$ cat src/hw/sipi_pkg.sv
/*
  Shared constants for the safety I/O process image: byte offsets, field
  positions, delay codes and timing counts.
  Assumes a 200 MHz clock; users write package::name, nothing is imported.
*/
package sipi_pkg;

  ////////////////////////////////////////////////////////////////////////////
  // image byte offsets
  localparam logic [3:0] SIPI_IN_STATES_OFS    = 4'h0;
  localparam logic [3:0] SIPI_IN_STATUS_OFS    = 4'h1;
  localparam logic [3:0] SIPI_IN_CONT_LO_OFS   = 4'h2;
  localparam logic [3:0] SIPI_IN_CONT_HI_OFS   = 4'h5;
  localparam logic [3:0] SIPI_CH_OUT_LEN       = 4'h5;
  localparam logic [3:0] SIPI_PAR_SUPPLY_OFS   = 4'h0;
  localparam logic [3:0] SIPI_PAR_FB_M_OFS     = 4'h1;
  localparam logic [3:0] SIPI_PAR_FB_Z1_OFS    = 4'h2;
  localparam logic [3:0] SIPI_PAR_FB_Z23_OFS   = 4'h3;
  localparam logic [3:0] SIPI_PAR_IN_CONN0_OFS = 4'h4;
  localparam logic [3:0] SIPI_PAR_USER_LEN     = 4'h8;
  localparam logic [3:0] SIPI_PAR_IMAGE_LEN    = 4'hC;

  ////////////////////////////////////////////////////////////////////////////
  // field positions and values
  localparam int         SIPI_SUP_MODULE_BIT  = 0;
  localparam int         SIPI_SUP_ZONE_LO_BIT = 1;
  localparam logic [7:0] SIPI_SUP_USED_MASK   = 8'h0F;
  localparam int         SIPI_FB_OFF_LSB      = 0;
  localparam int         SIPI_FB_ON_LSB       = 3;
  localparam int         SIPI_FB_EN_BIT       = 6;
  localparam int         SIPI_FB_Z3_EN_BIT    = 7;
  localparam logic [1:0] SIPI_EVAL_1OO2_EQ    = 2'h2;
  localparam logic [1:0] SIPI_EVAL_1OO2_NEQ   = 2'h3;
  localparam logic [7:0] SIPI_RESET_BYTE      = 8'h00;

  // delay codes; 0..2 reserved
  localparam logic [2:0] SIPI_DLY_5S     = 3'h3;
  localparam logic [2:0] SIPI_DLY_1S     = 3'h4;
  localparam logic [2:0] SIPI_DLY_500MS  = 3'h5;
  localparam logic [2:0] SIPI_DLY_200MS  = 3'h6;
  localparam logic [2:0] SIPI_DLY_100MS  = 3'h7;
  localparam logic [2:0] SIPI_DLY_MIN_OK = 3'h3;

  ////////////////////////////////////////////////////////////////////////////
  // timing: times in ms, cycles derived from the clock rate
  localparam longint SIPI_CLK_HZ      = 200000000;
  localparam longint SIPI_T_5S_MS     = 5000;
  localparam longint SIPI_T_1S_MS     = 1000;
  localparam longint SIPI_T_500MS_MS  = 500;
  localparam longint SIPI_T_200MS_MS  = 200;
  localparam longint SIPI_T_100MS_MS  = 100;
  localparam longint SIPI_CYC_5S      = SIPI_CLK_HZ * SIPI_T_5S_MS / 1000;
  localparam longint SIPI_CYC_1S      = SIPI_CLK_HZ * SIPI_T_1S_MS / 1000;
  localparam longint SIPI_CYC_500MS   = SIPI_CLK_HZ * SIPI_T_500MS_MS / 1000;
  localparam longint SIPI_CYC_200MS   = SIPI_CLK_HZ * SIPI_T_200MS_MS / 1000;
  localparam longint SIPI_CYC_100MS   = SIPI_CLK_HZ * SIPI_T_100MS_MS / 1000;

  typedef enum logic [1:0] {
    SIPI_ST_NO_IMAGE,
    SIPI_ST_VALID,
    SIPI_ST_FAULT
  } sipi_state_e;

endpackage : sipi_pkg

$ cat src/hw/sipi_fb_timer.sv
/*
  One feedback delay timer per zone: on a change of the zone supply it
  waits the ON or OFF delay chosen by a code, then checks the feedback.
  Assumes codes already validated; counts are parameters to shorten sims.
*/
`timescale 1ns/1ps
`default_nettype none

module sipi_fb_timer #(
  parameter int CW      = 34,
  parameter longint C5S   = sipi_pkg::SIPI_CYC_5S,
  parameter longint C1S   = sipi_pkg::SIPI_CYC_1S,
  parameter longint C500  = sipi_pkg::SIPI_CYC_500MS,
  parameter longint C200  = sipi_pkg::SIPI_CYC_200MS,
  parameter longint C100  = sipi_pkg::SIPI_CYC_100MS
) (
  input  wire logic       clk,
  input  wire logic       reset,
  input  wire logic       clk_en,
  input  wire logic       check_en,
  input  wire logic       supply_on,
  input  wire logic       feedback,
  input  wire logic [2:0] on_code,
  input  wire logic [2:0] off_code,
  output logic            fault
);

  logic [CW-1:0] cnt_reg;
  logic          busy_reg;
  logic          prev_reg;
  logic [CW-1:0] load_val;

  initial begin
    if (C5S >= (64'h1 << CW)) $error("sipi_fb_timer: CW too small");
  end

  // code to cycle count, slowest on a stray code
  function automatic logic [CW-1:0] dly(input logic [2:0] code);
    case (code)
      sipi_pkg::SIPI_DLY_1S:    dly = CW'(C1S);
      sipi_pkg::SIPI_DLY_500MS: dly = CW'(C500);
      sipi_pkg::SIPI_DLY_200MS: dly = CW'(C200);
      sipi_pkg::SIPI_DLY_100MS: dly = CW'(C100);
      default:                  dly = CW'(C5S);
    endcase
  endfunction : dly

  assign load_val = supply_on ? dly(on_code) : dly(off_code);

  // restart on every supply edge; fault is sticky until checking is dropped
  always_ff @(posedge clk) begin
    if (reset) begin
      cnt_reg  <= '0;
      busy_reg <= 1'b0;
      prev_reg <= 1'b0;
      fault    <= 1'b0;
    end else if (clk_en) begin
      prev_reg <= supply_on;
      if (!check_en) begin
        busy_reg <= 1'b0;
        fault    <= 1'b0;
      end else if (supply_on != prev_reg) begin
        cnt_reg  <= load_val;
        busy_reg <= 1'b1;
      end else if (busy_reg && cnt_reg != '0) begin
        cnt_reg <= cnt_reg - CW'(1);
      end else if (busy_reg) begin
        busy_reg <= 1'b0;
        if (feedback != supply_on) fault <= 1'b1;
      end
    end
  end

endmodule : sipi_fb_timer

`default_nettype wire

$ cat src/hw/sipi_process_image.sv
/*
  Process image of a safety I/O head: input image (safe input states and
  parameter status) and output image, per-channel supply byte or twelve
  byte module parameter image in byte or word write format.
  Assumes the protocol layer hands over image bytes synchronous to clk.
*/
`timescale 1ns/1ps
`default_nettype none

module sipi_process_image #(
  parameter int N_IN = 8
) (
  input  wire logic        clk,
  input  wire logic        reset,
  input  wire logic        clk_en,
  input  wire logic        module_mode,
  input  wire logic        word_format,
  input  wire logic [N_IN-1:0] safe_in_raw,
  input  wire logic [3:0]  zone_feedback,
  input  wire logic        out_wr,
  input  wire logic [3:0]  out_addr,
  input  wire logic [7:0]  out_byte,
  input  wire logic        out_wr_word,
  input  wire logic [15:0] out_word,
  input  wire logic        image_done,
  input  wire logic [3:0]  in_addr,
  output logic [7:0]       in_byte,
  output logic [3:0]       actuator_supply_rail,
  output logic             param_fault_state,
  output logic [3:0]       feedback_fault,
  output logic [7:0]       connector_param [4]
);

  initial begin
    if (N_IN != 8) $error("sipi_process_image: N_IN must be 8");
  end

  ////////////////////////////////////////////////////////////////////////////
  // parameter image bytes 0..7; 8..11 never stored
  logic [7:0] par_reg [8];
  logic [7:0] par_next [8];
  logic [7:0] chan_supply_reg;
  logic       valid_reg;
  logic       valid_next;
  sipi_pkg::sipi_state_e state_reg;
  logic [7:0] states_reg;
  logic       image_ok;
  logic [3:0] vote_mask;
  logic [7:0] sup_sel;

  // byte or word writes land in the same image; word goes to an even pair
  always_comb begin
    for (int i = 0; i < 8; i++) par_next[i] = par_reg[i];
    if (module_mode && out_wr && out_addr < sipi_pkg::SIPI_PAR_USER_LEN) begin
      par_next[out_addr[2:0]] = out_byte;
    end
    if (module_mode && word_format && out_wr_word
        && out_addr >= sipi_pkg::SIPI_PAR_IN_CONN0_OFS
        && out_addr < sipi_pkg::SIPI_PAR_USER_LEN && !out_addr[0]) begin
      par_next[out_addr[2:0]]        = out_word[15:8];
      par_next[out_addr[2:0] | 3'h1] = out_word[7:0];
    end
  end

  // parameter store
  always_ff @(posedge clk) begin
    if (reset) begin
      for (int i = 0; i < 8; i++) par_reg[i] <= sipi_pkg::SIPI_RESET_BYTE;
    end else if (clk_en) begin
      for (int i = 0; i < 8; i++) par_reg[i] <= par_next[i];
    end
  end

  // per-channel supply byte; only offset 0 is user data
  always_ff @(posedge clk) begin
    if (reset) begin
      chan_supply_reg <= sipi_pkg::SIPI_RESET_BYTE;
    end else if (clk_en && !module_mode && out_wr
                 && out_addr == sipi_pkg::SIPI_PAR_SUPPLY_OFS) begin
      chan_supply_reg <= out_byte & sipi_pkg::SIPI_SUP_USED_MASK;
    end
  end

  ////////////////////////////////////////////////////////////////////////////
  // validity: enabled feedback fields must hold legal delay codes
  function automatic logic fb_ok(input logic [7:0] b, input logic en);
    fb_ok = !en
         || (b[sipi_pkg::SIPI_FB_OFF_LSB +: 3] >= sipi_pkg::SIPI_DLY_MIN_OK
          && b[sipi_pkg::SIPI_FB_ON_LSB +: 3] >= sipi_pkg::SIPI_DLY_MIN_OK);
  endfunction : fb_ok

  always_comb begin
    image_ok = fb_ok(par_reg[1], par_reg[1][sipi_pkg::SIPI_FB_EN_BIT])
            && fb_ok(par_reg[2], par_reg[2][sipi_pkg::SIPI_FB_EN_BIT])
            && fb_ok(par_reg[3], par_reg[3][sipi_pkg::SIPI_FB_EN_BIT]
                                 || par_reg[3][sipi_pkg::SIPI_FB_Z3_EN_BIT])
            && ((par_reg[0] & ~sipi_pkg::SIPI_SUP_USED_MASK) == 8'h00)
            && ({par_reg[1], par_reg[2], par_reg[3], par_reg[4],
                 par_reg[5], par_reg[6], par_reg[7]} != 56'h0);
    valid_next = image_ok;
  end

  // image checked at each completed frame; fault state until a good one
  always_ff @(posedge clk) begin
    if (reset) begin
      state_reg <= sipi_pkg::SIPI_ST_NO_IMAGE;
      valid_reg <= 1'b0;
    end else if (clk_en) begin
      case (state_reg)
        sipi_pkg::SIPI_ST_NO_IMAGE,
        sipi_pkg::SIPI_ST_FAULT,
        sipi_pkg::SIPI_ST_VALID: begin
          if (module_mode && image_done) begin
            state_reg <= valid_next ? sipi_pkg::SIPI_ST_VALID : sipi_pkg::SIPI_ST_FAULT;
            valid_reg <= valid_next;
          end else if (!module_mode) begin
            state_reg <= sipi_pkg::SIPI_ST_NO_IMAGE;
            valid_reg <= 1'b0;
          end
        end
        default: state_reg <= sipi_pkg::SIPI_ST_NO_IMAGE;
      endcase
    end
  end

  assign param_fault_state = !valid_reg;

  ////////////////////////////////////////////////////////////////////////////
  // input states; voting connectors clear the partner input
  generate
    for (genvar c = 0; c < 4; c++) begin : g_vote
      assign vote_mask[c] = module_mode && valid_reg
                         && (par_reg[4+c][1:0] == sipi_pkg::SIPI_EVAL_1OO2_EQ
                          || par_reg[4+c][1:0] == sipi_pkg::SIPI_EVAL_1OO2_NEQ);
      assign connector_param[c] = par_reg[4+c]; // zero byte disables
    end
  endgenerate

  always_ff @(posedge clk) begin
    if (reset) begin
      states_reg <= 8'h00;
    end else if (clk_en) begin
      states_reg <= {safe_in_raw[7:4] & ~vote_mask, safe_in_raw[3:0]};
    end
  end

  // input image read; container bytes read zero
  always_ff @(posedge clk) begin
    if (reset) begin
      in_byte <= 8'h00;
    end else if (clk_en) begin
      if (in_addr == sipi_pkg::SIPI_IN_STATES_OFS) begin
        in_byte <= states_reg;
      end else if (in_addr == sipi_pkg::SIPI_IN_STATUS_OFS) begin
        in_byte <= {7'h00, valid_reg && module_mode};
      end else begin
        in_byte <= 8'h00;
      end
    end
  end

  ////////////////////////////////////////////////////////////////////////////
  // supply outputs; module mode drops everything on a bad image
  assign sup_sel = module_mode ? (valid_reg ? par_reg[0] : 8'h00) : chan_supply_reg;

  always_ff @(posedge clk) begin
    if (reset) begin
      actuator_supply_rail <= 4'h0;
    end else if (clk_en) begin
      actuator_supply_rail <= sup_sel[3:0];
    end
  end

  // zone M, 1, 2, 3 feedback timers; zone 2/3 share byte 3 codes
  generate
    for (genvar z = 0; z < 4; z++) begin : g_fb
      localparam int PB = (z == 0) ? 1 : ((z == 1) ? 2 : 3);
      localparam int EB = (z == 3) ? sipi_pkg::SIPI_FB_Z3_EN_BIT : sipi_pkg::SIPI_FB_EN_BIT;
      sipi_fb_timer u_tmr (
        .clk       (clk),
        .reset     (reset),
        .clk_en    (clk_en),
        .check_en  (module_mode && valid_reg && par_reg[PB][EB]),
        .supply_on (actuator_supply_rail[z]),
        .feedback  (zone_feedback[z]),
        .on_code   (par_reg[PB][sipi_pkg::SIPI_FB_ON_LSB +: 3]),
        .off_code  (par_reg[PB][sipi_pkg::SIPI_FB_OFF_LSB +: 3]),
        .fault     (feedback_fault[z])
      );
    end
  endgenerate

endmodule : sipi_process_image

`default_nettype wire

$ cat config.mk
export PLATFORM = sky130hd
export DESIGN_NAME = sipi_process_image
export DESIGN_NICKNAME = d
export VERILOG_FILES = /design/src/hw/sipi_pkg.sv /design/src/hw/sipi_fb_timer.sv /design/src/hw/sipi_process_image.sv
export SDC_FILE = /design/constraint.sdc
export NUM_CORES = 1
export LEC_CHECK = 0
export BUFFER_PORTS_ARGS = -buffer_cell sky130_fd_sc_hd__buf_2
export CORE_ASPECT_RATIO = 1.5
export CORE_MARGIN = 2
export CORE_UTILIZATION = 46
export CTS_BUF_LIST = sky130_fd_sc_hd__clkbuf_2 sky130_fd_sc_hd__clkbuf_4 sky130_fd_sc_hd__clkbuf_8
export CTS_CLUSTER_SIZE = 14
export DETAILED_ROUTE_END_ITERATION = 10
export GPL_TIMING_DRIVEN = 0
export PLACE_DENSITY = 0.69
export SLEW_MARGIN = 10
export SYNTH_ARGS = -nofsm -noshare
export SYNTH_HDL_FRONTEND = slang
export SYNTH_SLANG_ARGS = --single-unit
$ cat constraint.sdc
create_clock -name clk -period 6.7 [get_ports clk]
set_clock_uncertainty 0.1 [all_clocks]
set_input_delay 0.67 -clock clk [delete_from_list [all_inputs] [get_ports clk]]
set_output_delay 0.67 -clock clk [all_outputs]
set_load 0.1 [all_outputs]
==> metrics.cfg <==
[timing]
worst_hold_slack_ns = 0.225
max_freq_mhz = 296
hold_viol = 0
min_period_ns = 3.38
max_slew.worst_pin.slew_ns = 1.04
finalSetupViolCount = 0
slew_headroom = 0.304
fin_crit_sh = 0.504
drv_slew = 0
rsz0062_at_grt = no
setup_tns_ns = 0

[cts]
cts_resized = 0
clk_latency_ns = 0.60
post-cts-setup-buffer-count = 0
htree_levels = 2
cts_hold_buf = 0
cts.clk_slew.worst_paths_ns = 0.07
cts_buffers = 40
root_buffer = clkbuf_8
cts_tree = yes
cts.sinks = 239
cts_buffer_depth = 3

[detailed_routing]
ant_nets = 0
drcViolationCount = 0
wire_per_inst_um = 21.3
drt-pass1-iter-count = 6
num_vias = 14200
wl_um = 47500
drtIter0Drc = 1176
vias_per_cell = 6.35

[die]
start_util = 0.467
core_sq_um = 29400
fp-row-count = 77
ioPinCount = 101
die_area_sq_um = 31300
die_w_um = 145
die_h_um = 216

[logic_synthesis]
ys_types = 79
synth_top_cell_by_area = dfxtp_1
synth_fp_nets = 1730
yosysTopAreaCellShare = 0.255
synth_most_common_cell = nor2_1
yosysSeqAreaShare = 0.395
syn_inst = 1674
synth_edf_count = 64
syn-cell-area_sq_um = 13700
async_flop_share = 0
avgSynthCellArea_sq_um = 8.20
synth_commonest_cells = nor2_1 (233), dfxtp_1 (175), nand2_1 (125), a21oi_1 (124), o21ai_0 (111)
ys_ff_latch = 239
synth_area_leaders = dfxtp_1 (26%), edfxtp_1 (14%), nor2_1 (6.4%)
ys_warn_count = 0
ys.flop_type = dfxtp_1

[worst_setup_path]
crit_chain = nor4_1 > nand4_1 > or4_1 > nand2_1 > buf_2 > o21ai_0 > a21oi_1
cp_max_fo = 10
crit_family = simple AND/OR/NAND/NOR gates
slowest_stage = or4_1
endpoint_kind = flop
path_buf_inv = 1
cp.arrival_ns = 3.79
crit_required_ns = 7.11
rrSetupSlack_ns = 3.32
worst-setup-path-type = reg2reg
slowest_delay_ns = 0.71
start_kind = flop

[run]
cap_viol_max_count = 0

[outcome]
status = finished, final reports clean

[layout]
post-route-cell-area_sq_um = 15500
layout-drive-gt1-share = 0.118
largest_reg_flops = 136
final_nets = 1863
area_growth_pct = 13.0

[grt]
grt_pass1_wl_um = 73900
overflow = 0
grt_max_degree = 38
grt_usage = 0.296
grt_pass1_vias = 13700
antenna_found_initial = 2

[placement]
place.gp.congestion = 0.978
port_buffers = 90
place_area_sq_um = 14700
dp_hpwl_um = 35000

[power_and_ir_drop]
p_leak_nw = 6.06
power.density_nw_per_um2 = 215
max-vdd-ir-drop_mv = 0.179

[worst_hold_path]
hp-class = in2reg

logic make-up (layout without fill, tap and decap cells):
kind of cell / Yosys count / in the layout / share of synthesized area
DFF: 239 / 239 / 0.395
xor gates and xnor gates: 33 / 33 / 0.0211
other: 0 / 1 / 0
adders and majority gates: 4 / 4 / 0.00365
buffers and inverters: 147 / 310 / 0.0447
muxes: 81 / 81 / 0.0591
and+or+nand+nor: 718 / 718 / 0.264
AOI/OAI and AO/OA: 452 / 452 / 0.212
worst register-to-register path, stage by stage, from the launching register on:
cell	delay [ns]
dfxtp_1	0.36
nor4_1	0.65
nand4_1	0.51
or4_1	0.71
nand2_1	0.34
buf_2	0.33
o21ai_0	0.14
a21oi_1	0.16
per-stage QoR:
stage / util / std cells / power, mW / setup slack (ns)
after detailed placement: 0.500 / 2160 / 1.99 / 3.17
after floorplan: - / 1674 / 1.86 / 3.80
final: 0.528 / 2233 / 3.34 / 3.32
after CTS: 0.528 / 2232 / 3.34 / 3.35
after global placement: 0.499 / 2159 / 1.99 / 2.77
after global routing: 0.528 / 2233 / 3.43 / 3.06
report_power, final:
part	total [mW]	internal (mW)	switching [mW]
clock	1.37	0.734	0.632
sequential	1.55	1.52	0.0364
combinational	0.416	0.0955	0.320
metal layers:
metal | global-route usage | vias up | wire length, um
li1 | - | 6507 | -
met1 | 0.317 | 6664 | 17200
met2 | 0.520 | 759 | 23100
met3 | 0.0495 | 245 | 3270
met4 | 0.226 | 2 | 3970
met5 | 0 | - | 13
cells in the final DEF (no fill, tap or decap), types with 46 or more instances in the layout:
master / synthesis / final
edfxtp_1: 64 / 64
nor3_1: 62 / 62
clkbuf_1: 98 / 98
nand2_1: 125 / 125
buf_2: 3 / 93
a21oi_1: 124 / 124
nor2_1: 233 / 233
mux2i_1: 81 / 81
nor4_1: 46 / 46
o21ai_0: 111 / 111
dfxtp_1: 175 / 175
a211oi_1: 48 / 48
layout make-up:
type | count | area [sq um]
antenna | 1 | 2.50
buffer | 119 | 508
clock buffer | 62 | 728
clock inverter | 10 | 87.6
fill | 2794 | 13900
inverter | 28 | 105
multi-input combinational | 1288 | 7690
sequential | 239 | 5430
tap | 395 | 494
timing repair buffer | 91 | 470
path summary, 6_finish.rpt:
| kind | from | end | depth (start not counted) |
|---|---|---|---|
| setup reg to reg | g_fb[3].u_tmr.cnt_reg[18] | g_fb[3].u_tmr.cnt_reg[27] | 7 |
| setup / recovery | g_fb[3].u_tmr.cnt_reg[18] | g_fb[3].u_tmr.cnt_reg[27] | 7 |
| hold / removal | safe_in_raw[1] | states_reg[1] | 3 |
| hold reg to reg | g_fb[3].u_tmr.cnt_reg[10] | g_fb[3].u_tmr.cnt_reg[10] | 2 |
Power figures use the tool's default switching activity.
